===== src/verilog/wave_seq_defines.svh =====
// register offsets, field positions, reset values and timing for the waveform sequencer slots
// assumes: included by the sequencer module and the bench only
`ifndef WAVE_SEQ_DEFINES_SVH
`define WAVE_SEQ_DEFINES_SVH

// register indices; byte address is four times the index
`define SEQ_CTRL_IDX      8'h0c
`define SEQ_SLOT8_IDX     8'h16
`define SEQ_REPEAT_IDX    8'h17
`define SEQ_STATUS_IDX    8'h1a

// field positions and slot count
`define SEQ_GO_BIT        0
`define SEQ_DELAY_BIT     7
`define SEQ_SLOTS         8

// reset values
`define SEQ_CTRL_RST      8'h00
`define SEQ_SLOT8_RST     8'h00
`define SEQ_REPEAT_RST    8'h00

// delay unit and clock rate
`define SEQ_DELAY_UNIT_MS 10
`define SEQ_CLK_HZ        25000000

`endif


===== src/verilog/wave_seq_pkg.sv =====
// types shared by the waveform sequencer and its surroundings
// assumes: compiled before any module that imports it
package wave_seq_pkg;

    // one sequence slot: delay select plus 7-bit value
    typedef struct packed {
        logic       delaySel;
        logic [6:0] value;
    } slot_t;

    // request to the waveform library
    typedef struct packed {
        logic       start;
        logic [6:0] id;
    } effect_req_t;

    typedef enum logic [1:0] {
        ST_IDLE  = 2'b00,
        ST_CHECK = 2'b01,
        ST_PLAY  = 2'b10,
        ST_DELAY = 2'b11
    } seq_state_t;

endpackage : wave_seq_pkg


===== src/verilog/waveform_sequencer_slots.sv =====
// sequencer slot eight, repeat counts of slots one to four, and the slot walk itself
// assumes: an AHB-Lite master on clk_sys, a waveform library answering on clk_sys,
// slots one to seven and repeat counts five to eight held by the rest of the engine
//
// Design decision made here: the AHB-Lite register port.
`timescale 1ns/10ps
`include "wave_seq_defines.svh"

module waveform_sequencer_slots #(
    parameter int unsigned TICK_CYCLES = `SEQ_DELAY_UNIT_MS * (`SEQ_CLK_HZ / 1000)
) (
    input  wire logic                          clk_sys,
    input  wire logic                          reset,
    input  wire logic                          clkEn,
    // AHB-Lite slave
    input  wire logic                          hsel,
    input  wire logic [31:0]                   haddr,
    input  wire logic [1:0]                    htrans,
    input  wire logic                          hwrite,
    input  wire logic [2:0]                    hsize,
    input  wire logic [31:0]                   hwdata,
    input  wire logic                          hready,
    output logic                               hreadyout,
    output logic                               hresp,
    output logic [31:0]                        hrdata,
    // rest of the engine
    input  wave_seq_pkg::slot_t [6:0]          slotsOneToSeven,
    input  wire logic [7:0]                    repeatHigh,
    output wave_seq_pkg::effect_req_t          effectReq,
    input  wire logic                          effectDone,
    output logic                               engineWaiting,
    output logic                               seqBusy
);
    import wave_seq_pkg::*;

    localparam logic [17:0] TICK_LAST = 18'(TICK_CYCLES - 1);

    // ---------------------------------------------------------------
    // registers and state
    // ---------------------------------------------------------------
    slot_t       slot8_q;
    logic [7:0]  repeat_q;
    logic        go_q;
    seq_state_t  state_q;
    logic [2:0]  slotIdx_q;
    logic [1:0]  repeatLeft_q;
    logic [6:0]  unitsLeft_q;
    logic [17:0] tickCnt_q;
    logic        addrValid_q;
    logic        addrWrite_q;
    logic [7:0]  addrIdx_q;
    logic        addrHigh_q;
    logic        readWait_q;

    // ---------------------------------------------------------------
    // decode helpers
    // ---------------------------------------------------------------
    function automatic slot_t slotAt(input logic [2:0] idx, input slot_t s8,
                                     input slot_t [6:0] low);
        slotAt = (idx == 3'd7) ? s8 : low[idx];
    endfunction : slotAt

    function automatic logic [1:0] repeatOf(input logic [2:0] idx, input logic [7:0] lo,
                                            input logic [7:0] hi);
        logic [15:0] all;
        all      = {hi, lo};
        repeatOf = all[{idx, 1'b0} +: 2];
    endfunction : repeatOf

    slot_t      curSlot;
    logic       tickWrap;
    logic       stepDone;
    logic       lastSlot;
    logic [2:0] nextIdx;

    assign curSlot  = slotAt(slotIdx_q, slot8_q, slotsOneToSeven);
    assign tickWrap = (tickCnt_q == TICK_LAST);
    assign stepDone = clkEn && (((state_q == ST_PLAY) && effectDone)
                    || ((state_q == ST_DELAY) && tickWrap && (unitsLeft_q == 7'd1)));
    assign lastSlot = (slotIdx_q == 3'(`SEQ_SLOTS - 1));
    assign nextIdx  = slotIdx_q + 3'd1;

    // ---------------------------------------------------------------
    // AHB-Lite slave
    // ---------------------------------------------------------------
    logic addrPhase;
    logic wrStrobe;
    logic seqEnd;
    logic readPend;

    // reads add one wait state so read data always come from a flop:
    // the first data cycle of a read holds the bus while hrdata is loaded
    assign addrPhase = hsel && htrans[1] && hready;
    assign wrStrobe  = clkEn && addrValid_q && addrWrite_q && !addrHigh_q;
    assign readPend  = addrValid_q && !addrWrite_q && !readWait_q;
    assign hreadyout = !readPend;
    assign hresp     = 1'b0;

    always_ff @(posedge clk_sys)
    begin
        if (reset)
        begin
            addrValid_q <= 1'b0;
            addrWrite_q <= 1'b0;
            addrIdx_q   <= 8'h00;
            addrHigh_q  <= 1'b0;
        end
        else if (clkEn && hready)
        begin
            addrValid_q <= addrPhase;
            addrWrite_q <= hwrite;
            addrIdx_q   <= haddr[9:2];
            addrHigh_q  <= (haddr[31:10] != 22'h000000) || (haddr[1:0] != 2'b00);
        end
    end

    always_ff @(posedge clk_sys)
    begin
        if (reset)
            readWait_q <= 1'b0;
        else if (clkEn)
            readWait_q <= readPend;
    end

    // unmapped or misaligned addresses read as zero
    always_ff @(posedge clk_sys)
    begin
        if (reset)
            hrdata <= 32'h00000000;
        else if (clkEn && readPend)
        begin
            hrdata <= 32'h00000000;
            if (!addrHigh_q)
            begin
                case (addrIdx_q)
                    `SEQ_CTRL_IDX:   hrdata <= {31'h00000000, go_q};
                    `SEQ_SLOT8_IDX:  hrdata <= {24'h000000, slot8_q};
                    `SEQ_REPEAT_IDX: hrdata <= {24'h000000, repeat_q};
                    `SEQ_STATUS_IDX: hrdata <= {24'h000000, seqBusy, state_q,
                                                repeatLeft_q, slotIdx_q};
                    default:         hrdata <= 32'h00000000;
                endcase
            end
        end
    end

    // ---------------------------------------------------------------
    // software registers
    // ---------------------------------------------------------------
    // reset and write
    always_ff @(posedge clk_sys)
    begin
        if (reset)
        begin
            slot8_q  <= slot_t'(`SEQ_SLOT8_RST);
            repeat_q <= `SEQ_REPEAT_RST;
        end
        else if (wrStrobe && (addrIdx_q == `SEQ_SLOT8_IDX))
            slot8_q <= slot_t'(hwdata[7:0]);
        else if (wrStrobe && (addrIdx_q == `SEQ_REPEAT_IDX))
            repeat_q <= hwdata[7:0];
    end

    // go clears itself at the end; a software set in that cycle wins
    always_ff @(posedge clk_sys)
    begin
        if (reset)
            go_q <= 1'(`SEQ_CTRL_RST);
        else if (wrStrobe && (addrIdx_q == `SEQ_CTRL_IDX))
            go_q <= hwdata[`SEQ_GO_BIT];
        else if (seqEnd)
            go_q <= 1'b0;
    end

    // ---------------------------------------------------------------
    // slot walk
    // ---------------------------------------------------------------
    assign seqEnd = clkEn && (state_q != ST_IDLE) && (
                    ((state_q == ST_CHECK) && (curSlot.value == 7'h00))
                 || (stepDone && (repeatLeft_q == 2'd0) && lastSlot));

    always_ff @(posedge clk_sys)
    begin
        if (reset)
        begin
            state_q      <= ST_IDLE;
            slotIdx_q    <= 3'd0;
            repeatLeft_q <= 2'd0;
            unitsLeft_q  <= 7'h00;
            effectReq    <= '0;
        end
        else if (clkEn)
        begin
            effectReq.start <= 1'b0;
            // writing go low aborts a running sequence
            if (!go_q && (state_q != ST_IDLE))
                state_q <= ST_IDLE;
            else
            begin
                case (state_q)
                    ST_IDLE:
                    begin
                        if (go_q)
                        begin
                            state_q      <= ST_CHECK;
                            slotIdx_q    <= 3'd0;
                            repeatLeft_q <= repeatOf(3'd0, repeat_q, repeatHigh);
                        end
                    end
                    ST_CHECK:
                    begin
                        if (curSlot.value == 7'h00)
                            state_q <= ST_IDLE;
                        else if (curSlot.delaySel)
                        begin
                            state_q     <= ST_DELAY;
                            unitsLeft_q <= curSlot.value;
                        end
                        else
                        begin
                            state_q      <= ST_PLAY;
                            effectReq.id <= curSlot.value;
                            effectReq.start <= 1'b1;
                        end
                    end
                    ST_DELAY:
                    begin
                        if (tickWrap)
                            unitsLeft_q <= unitsLeft_q - 7'd1;
                    end
                    default:
                    begin
                    end
                endcase
                if (stepDone)
                begin
                    state_q <= ST_CHECK;
                    if (repeatLeft_q != 2'd0)
                        repeatLeft_q <= repeatLeft_q - 2'd1;
                    else if (lastSlot)
                        state_q <= ST_IDLE;
                    else
                    begin
                        slotIdx_q    <= nextIdx;
                        repeatLeft_q <= repeatOf(nextIdx, repeat_q, repeatHigh);
                    end
                end
            end
        end
    end

    // tick prescaler for the 10 ms unit
    always_ff @(posedge clk_sys)
    begin
        if (reset)
            tickCnt_q <= 18'h00000;
        else if (clkEn)
            tickCnt_q <= ((state_q != ST_DELAY) || tickWrap) ? 18'h00000 : tickCnt_q + 18'h00001;
    end

    assign engineWaiting = (state_q == ST_DELAY);
    assign seqBusy       = (state_q != ST_IDLE);
endmodule : waveform_sequencer_slots


===== config.mk =====
export PLATFORM = sky130hd
export DESIGN_NAME = waveform_sequencer_slots
export DESIGN_NICKNAME = d
export VERILOG_FILES = /design/src/verilog/wave_seq_pkg.sv /design/src/verilog/waveform_sequencer_slots.sv
export VERILOG_INCLUDE_DIRS = /design/src /design/src/verilog
export SDC_FILE = /design/constraint.sdc
export NUM_CORES = 1
export LEC_CHECK = 0
export BUFFER_PORTS_ARGS = -buffer_cell sky130_fd_sc_hd__buf_4
export CORE_ASPECT_RATIO = 0.5
export CORE_MARGIN = 2
export CORE_UTILIZATION = 24
export DETAILED_ROUTE_END_ITERATION = 8
export PLACE_DENSITY_LB_ADDON = 0.08
export SLEW_MARGIN = 20
export SYNTH_ARGS = -nofsm -noshare
export SYNTH_HDL_FRONTEND = slang
export SYNTH_SLANG_ARGS = --single-unit

===== constraint.sdc =====
create_clock -name clk_sys -period 2.3 [get_ports clk_sys]
set_clock_uncertainty 0.15 [all_clocks]
set_input_delay 0.46 -clock clk_sys [delete_from_list [all_inputs] [get_ports clk_sys]]
set_output_delay 0.46 -clock clk_sys [all_outputs]
set_load 0.05 [all_outputs]

==> results.json, run 1 <==
{
  "status": "complete, but fails checks",
  "violations": "setup timing",
  "fin_cells": 1010,
  "place_ws_ns": -0.225,
  "yosysUniqueCellTypes": 74,
  "period_needed_ns": 2.34,
  "cts-root-buf": "clkbuf_16",
  "drt-initial-drc-count": 235,
  "synth_xor_area_frac": 0.0299,
  "synth_fa_ha_area_frac": 0.0134,
  "synth.top_cell.area_share": 0.329,
  "ys_seq_area_frac": 0.329,
  "postRouteAntennaNets": 0,
  "grt.total_usage": 0.153,
  "crit_path_max_fanout": 6,
  "synthFlopType": "dfxtp_1",
  "synthSimpleGateAreaFrac": 0.230,
  "clock-sinks": 77,
  "clk_latency_ns": 0.34,
  "crit_slowest_cell": "mux4_2",
  "finalHoldViolCount": 0,
  "gp_congestion": 0.783,
  "total_leakage_power_nw": 2.83,
  "grt.overflow.total": 0,
  "arrival_ns": 2.40,
  "path_class": "reg -> reg",
  "worst_setup_path_end_kind": "flop",
  "post-route-period-util": 1.02,
  "synth.largest_area_cell": "dfxtp_1",
  "syn_area_per_cell_um2": 8.58,
  "cts_max_level": 3,
  "maxCapViolCount": 0,
  "async_flop_share": 0,
  "final_cell_mix": "buf_4 (200), dfxtp_1 (75), nor2_1 (61)",
  "first_global_vias": 4561,
  "finalPower_mw": 3.52,
  "path_delay_family": "multiplexers",
  "die_y_um": 103,
  "ir_drop_uv": 351,
  "dpl.hpwl_um": 12300,
  "die_area_um2": 20700,
  "synth_edf_count": 0,
  "critPathBufInv": 1,
  "vias_per_cell": 4.47,
  "synth_area_leaders": "dfxtp_1 (33%), mux2i_1 (10%), nor2_1 (4.9%), buf_4 (4.3%), nand2_1 (4.2%)",
  "report.final.slew_viol_count": 0,
  "vias": 4516,
  "netlist_instances": 546,
  "clock.fmax_mhz": 427,
  "fin_ws_ns": -0.0419,
  "ys_ff_latch": 77,
  "synth-compound-area-share": 0.176,
  "post_drt_wl_per_cell_um": 15.4,
  "core_area_um2": 19300,
  "numPortBuffers": 130,
  "dieWidth_um": 202,
  "wirelength_um": 15600,
  "register_area_um2": 1550,
  "fillerInstances": 2046,
  "cts_buffers": 9,
  "syn_to_final_growth_pct": 49.3,
  "grt_max_degree": 30,
  "synth_area_um2": 4680,
  "drt_pass1_iterations": 4,
  "synth_top_family_by_area": "simple AND/OR/NAND/NOR gates",
  "initial_core_util": 0.243,
  "cts_tree": "done",
  "required_ns": 2.36,
  "multi_input_area_um2": 3070,
  "synth.area.mux_share": 0.138,
  "postCtsHoldBufs": 0,
  "synth_warnings": 0,
  "nets": 885,
  "route.detailed.drc": 0,
  "clk_path_buf_depth": 2,
  "timing.hold.ws_ns": 0.210,
  "hold_path_class": "in -> reg",
  "dpl.cell_count": 987,
  "grt_first_pass_wirelength_um": 24700,
  "rows": 36,
  "final_common_cell": "buf_4",
  "start_kind": "flop",
  "setup_viol": 4,
  "diodes": 0,
  "drive_gt1_frac": 0.386,
  "io_pins": 184,
  "rsz0062_at_grt": "yes",
  "final_util": 0.363,
  "antenna_found_initial": 0,
  "clk_pin_slew_ns": 0.07,
  "crit_chain": "mux4_2 > or3_4 > o211ai_4 > nand4_4 > buf_4 > o211ai_1 > o22ai_1",
  "powerDensity_nw_per_um2": 503,
  "max_stage_delay_ns": 0.52
}
## repair_timing
action / 4_1_cts / 5_1_grt
endpoints found under the setup margin: 18 / 22
gates cloned: 0 / 0
pin swaps: 9 / 9
setup buffers: 5 / 4
gates resized for setup: 24 / 25
## final timing paths
check	from	to	slack [ns]	cells past startpoint
hold reg to reg	addrIdx_q[5]$_SDFFE_PP0P_	addrIdx_q[5]$_SDFFE_PP0P_	0.31	2
hold / removal	hwdata[4]	repeat_q[4]$_SDFFE_PP0P_	0.21	3
setup reg to reg	slotIdx_q[0]$_SDFFE_PP0P_	go_q$_SDFFE_PP0P_	-0.04	7
setup / recovery	slotIdx_q[0]$_SDFFE_PP0P_	go_q$_SDFFE_PP0P_	-0.04	7
## sequential cells by signal, indices dropped and copies added (netlist names)
register / count
readWait_q: 1
addrHigh_q: 1
hrdata: 8
addrIdx_q: 8
state_q: 2
slot8_q: 8
slotIdx_q: 3
unitsLeft_q: 7
tickCnt_q: 18
effectReq: 8
addrValid_q: 1
repeatLeft_q: 2
go_q: 1
addrWrite_q: 1
repeat_q: 8
## synthesized netlist by cell type, drive strengths merged (2+ instances only)
master   count
dfxtp       77
o211ai       8
nor4        10
o221ai       6
inv         19
a22oi       12
o31ai        3
o32ai        4
mux4         6
a31o         6
o22ai        3
and3        11
xor2        11
a31oi        3
buf         35
a211oi       5
nand2       54
a21oi       17
nor3        12
mux2         2
o2bb2ai      3
mux2i       49
nor2b        6
nand3       16
nand4        9
xnor2        5
nor2        62
a221oi       6
or3          3
nand2b       9
o21ai       24
clkbuf      16
and4         4
and2         6
ha           5
## metrics by stage
step / setup TNS, ns / cell area, um^2
2_1_floorplan: 0 / 4810
3_3_place_gp: -2.76 / 6360
3_5_place_dp: -2.82 / 6360
4_1_cts: -0.187 / 6830
5_1_grt: -1.19 / 6990
6_report: -0.0732 / 6990
## cells by family after synthesis
group,Yosys count
AND/OR/NAND/NOR,210
AO/OA/AOI/OAI,110
flip-flops,77
buffers and inverters,70
multiplexers,57
XOR/XNOR,16
adder cells (fa/ha/maj),5
other,1
## power by group
part / internal [mW] / switching [mW]
clock: 0.979 / 0.615
sequential: 1.35 / 0.0218
combinational: 0.249 / 0.301
total: 2.58 / 0.938
## cell type report
class / instances / share of cell area
multi-input cells: 423 / 0.439
repair buffers: 210 / 0.235
flip-flops and latches: 77 / 0.222
well taps: 266 / 0.0476
clock buffers: 10 / 0.0342
clock inverters: 5 / 0.0120
inverters: 19 / 0.0107
## layer usage
metal | global-route usage | routed length [um]
met1 | 0.215 | 7990
met2 | 0.246 | 6950
met3 | 0.0297 | 539
met4 | 0.0288 | 105
met5 | 0 | 0
## worst reg2reg max path, delay by kind of cell, from the launching register on
family	cells	cell delay (ns)
multiplexers	1	0.52
AND/OR/NAND/NOR	2	0.52
AO/OA/AOI/OAI	3	0.44
flip-flops	1	0.41
buffers and inverters	1	0.18
(Power assumes the default switching activity.)
==> inputs of run 2 (changes only) <==
--- a/config.mk
+++ b/config.mk
@@ -12,6 +12,7 @@
 export CORE_UTILIZATION = 24
 export DETAILED_ROUTE_END_ITERATION = 8
 export PLACE_DENSITY_LB_ADDON = 0.08
+export SKIP_LAST_GASP = 1
 export SLEW_MARGIN = 20
 export SYNTH_ARGS = -nofsm -noshare
 export SYNTH_HDL_FRONTEND = slang
==> results.json, run 2 (synthesis results as in run 1) <==
{
  "status": "complete, but fails checks",
  "violations": "setup timing",
  "worst_setup_path_end_kind": "flop",
  "antenna_found_initial": 0,
  "cts_tree": "done",
  "max_stage_delay_ns": 0.52,
  "numPortBuffers": 130,
  "start_kind": "flop",
  "postCtsHoldBufs": 0,
  "first_global_vias": 4553,
  "final_cell_mix": "buf_4 (200), dfxtp_1 (75), nor2_1 (61)",
  "final_util": 0.363,
  "syn_to_final_growth_pct": 49.3,
  "cts_max_level": 3,
  "drt-initial-drc-count": 227,
  "fin_ws_ns": -0.0398,
  "hold_path_class": "in -> reg",
  "multi_input_area_um2": 3070,
  "register_area_um2": 1550,
  "clk_pin_slew_ns": 0.06,
  "powerDensity_nw_per_um2": 503,
  "clk_latency_ns": 0.34,
  "grt.total_usage": 0.153,
  "period_needed_ns": 2.34,
  "post_drt_wl_per_cell_um": 15.4,
  "fillerInstances": 2046,
  "path_class": "reg -> reg",
  "clock.fmax_mhz": 427,
  "core_area_um2": 19300,
  "drive_gt1_frac": 0.386,
  "nets": 885,
  "regMostFlops": "tickCnt_q",
  "die_y_um": 103,
  "grt.overflow.total": 0,
  "setup_viol": 4,
  "timing.hold.ws_ns": 0.211,
  "wl_met3_um": 567,
  "cts_buffers": 9,
  "final_common_cell": "buf_4",
  "crit_slowest_cell": "mux4_2",
  "total_leakage_power_nw": 2.83,
  "vias": 4532,
  "finalHoldViolCount": 0,
  "initial_core_util": 0.243,
  "clk_path_buf_depth": 2,
  "drt_pass1_iterations": 4,
  "ir_drop_uv": 351,
  "rows": 36,
  "dieWidth_um": 202,
  "rsz0062_at_grt": "yes",
  "dpl.hpwl_um": 12300,
  "grt_first_pass_wirelength_um": 24800,
  "cts-root-buf": "clkbuf_16",
  "report.final.slew_viol_count": 0,
  "highest-signal-layer": "met4",
  "crit_path_max_fanout": 6,
  "grt_max_degree": 30,
  "wl_met2_um": 6970,
  "diodes": 0,
  "crit_chain": "mux4_2 > or3_4 > o211ai_4 > nand4_4 > buf_4 > o211ai_1 > o22ai_1",
  "gp_congestion": 0.783,
  "clock-sinks": 77,
  "wl_met1_um": 7970,
  "die_area_um2": 20700,
  "required_ns": 2.36,
  "vias_per_cell": 4.49,
  "route.detailed.drc": 0,
  "maxCapViolCount": 0,
  "io_pins": 184,
  "arrival_ns": 2.40,
  "postRouteAntennaNets": 0,
  "finalPower_mw": 3.52,
  "largest_reg_flops": 18,
  "post-route-period-util": 1.02,
  "wirelength_um": 15600
}
==> run 2: cell counts in the layout (fill, tap and decap cells not counted) <==
No cell type changed its count.
==> run 2: timing repair <==
item / CTS / global route
pin swaps: 8 / 8
buffers inserted: 5 / 4
resized for setup: 24 / 25
setup endpoints to repair: 18 / 22
==> run 2: metrics by stage <==
| step | TNS (ns) | instances | setup WS (ns) | instance area, um^2 |
|---|---|---|---|---|
| finish | -0.0668 | 1010 | -0.0398 | 6990 |
| global route | -1.21 | 1010 | -0.122 | 6990 |
| CTS | -0.207 | 1007 | -0.0545 | 6830 |
| detailed placement | -2.82 | 987 | -0.225 | 6360 |
| global placement | -2.76 | 987 | -0.204 | 6360 |
| floorplan | 0 | 570 | 0.00705 | 4810 |
==> run 2: area by class of cell <==
type                       count  area share
sequential                    77       0.222
inverter                      19      0.0107
timing repair buffer         210       0.235
clock buffer                  10      0.0342
multi-input combinational    423       0.439
tap                          266      0.0476
clock inverter                 5      0.0120
==> run 2: worst paths after layout <==
kind / startpoint / to / slack [ns] / cells after the start
max: slotIdx_q[0]$_SDFFE_PP0P_ / go_q$_SDFFE_PP0P_ / -0.04 / 7
min: hwdata[4] / repeat_q[4]$_SDFFE_PP0P_ / 0.21 / 3
max reg2reg: slotIdx_q[0]$_SDFFE_PP0P_ / go_q$_SDFFE_PP0P_ / -0.04 / 7
min reg2reg: addrIdx_q[5]$_SDFFE_PP0P_ / addrIdx_q[5]$_SDFFE_PP0P_ / 0.31 / 2
==> run 2: report_power, final <==
group	total (mW)	leakage [nW]	switching [mW]	internal (mW)
combinational	0.550	2.05	0.301	0.249
sequential	1.37	0.624	0.0217	1.35
clock	1.59	0.151	0.612	0.979
==> run 2: per-layer routing <==
| layer | vias up | global-route usage |
|---|---|---|
| met3 | 8 | 0.0297 |
| li1 | 2323 | - |
| met1 | 2114 | 0.216 |
| met5 | - | 0 |
| met4 | 0 | 0.0288 |
| met2 | 87 | 0.246 |
==> run 2: critical path, delay by kind of cell (launching register included) <==
family | cells | cell delay [ns]
and+or+nand+nor | 2 | 0.52
buffers and inverters | 1 | 0.18
DFF | 1 | 0.41
muxes | 1 | 0.52
AOI/OAI and AO/OA | 3 | 0.43
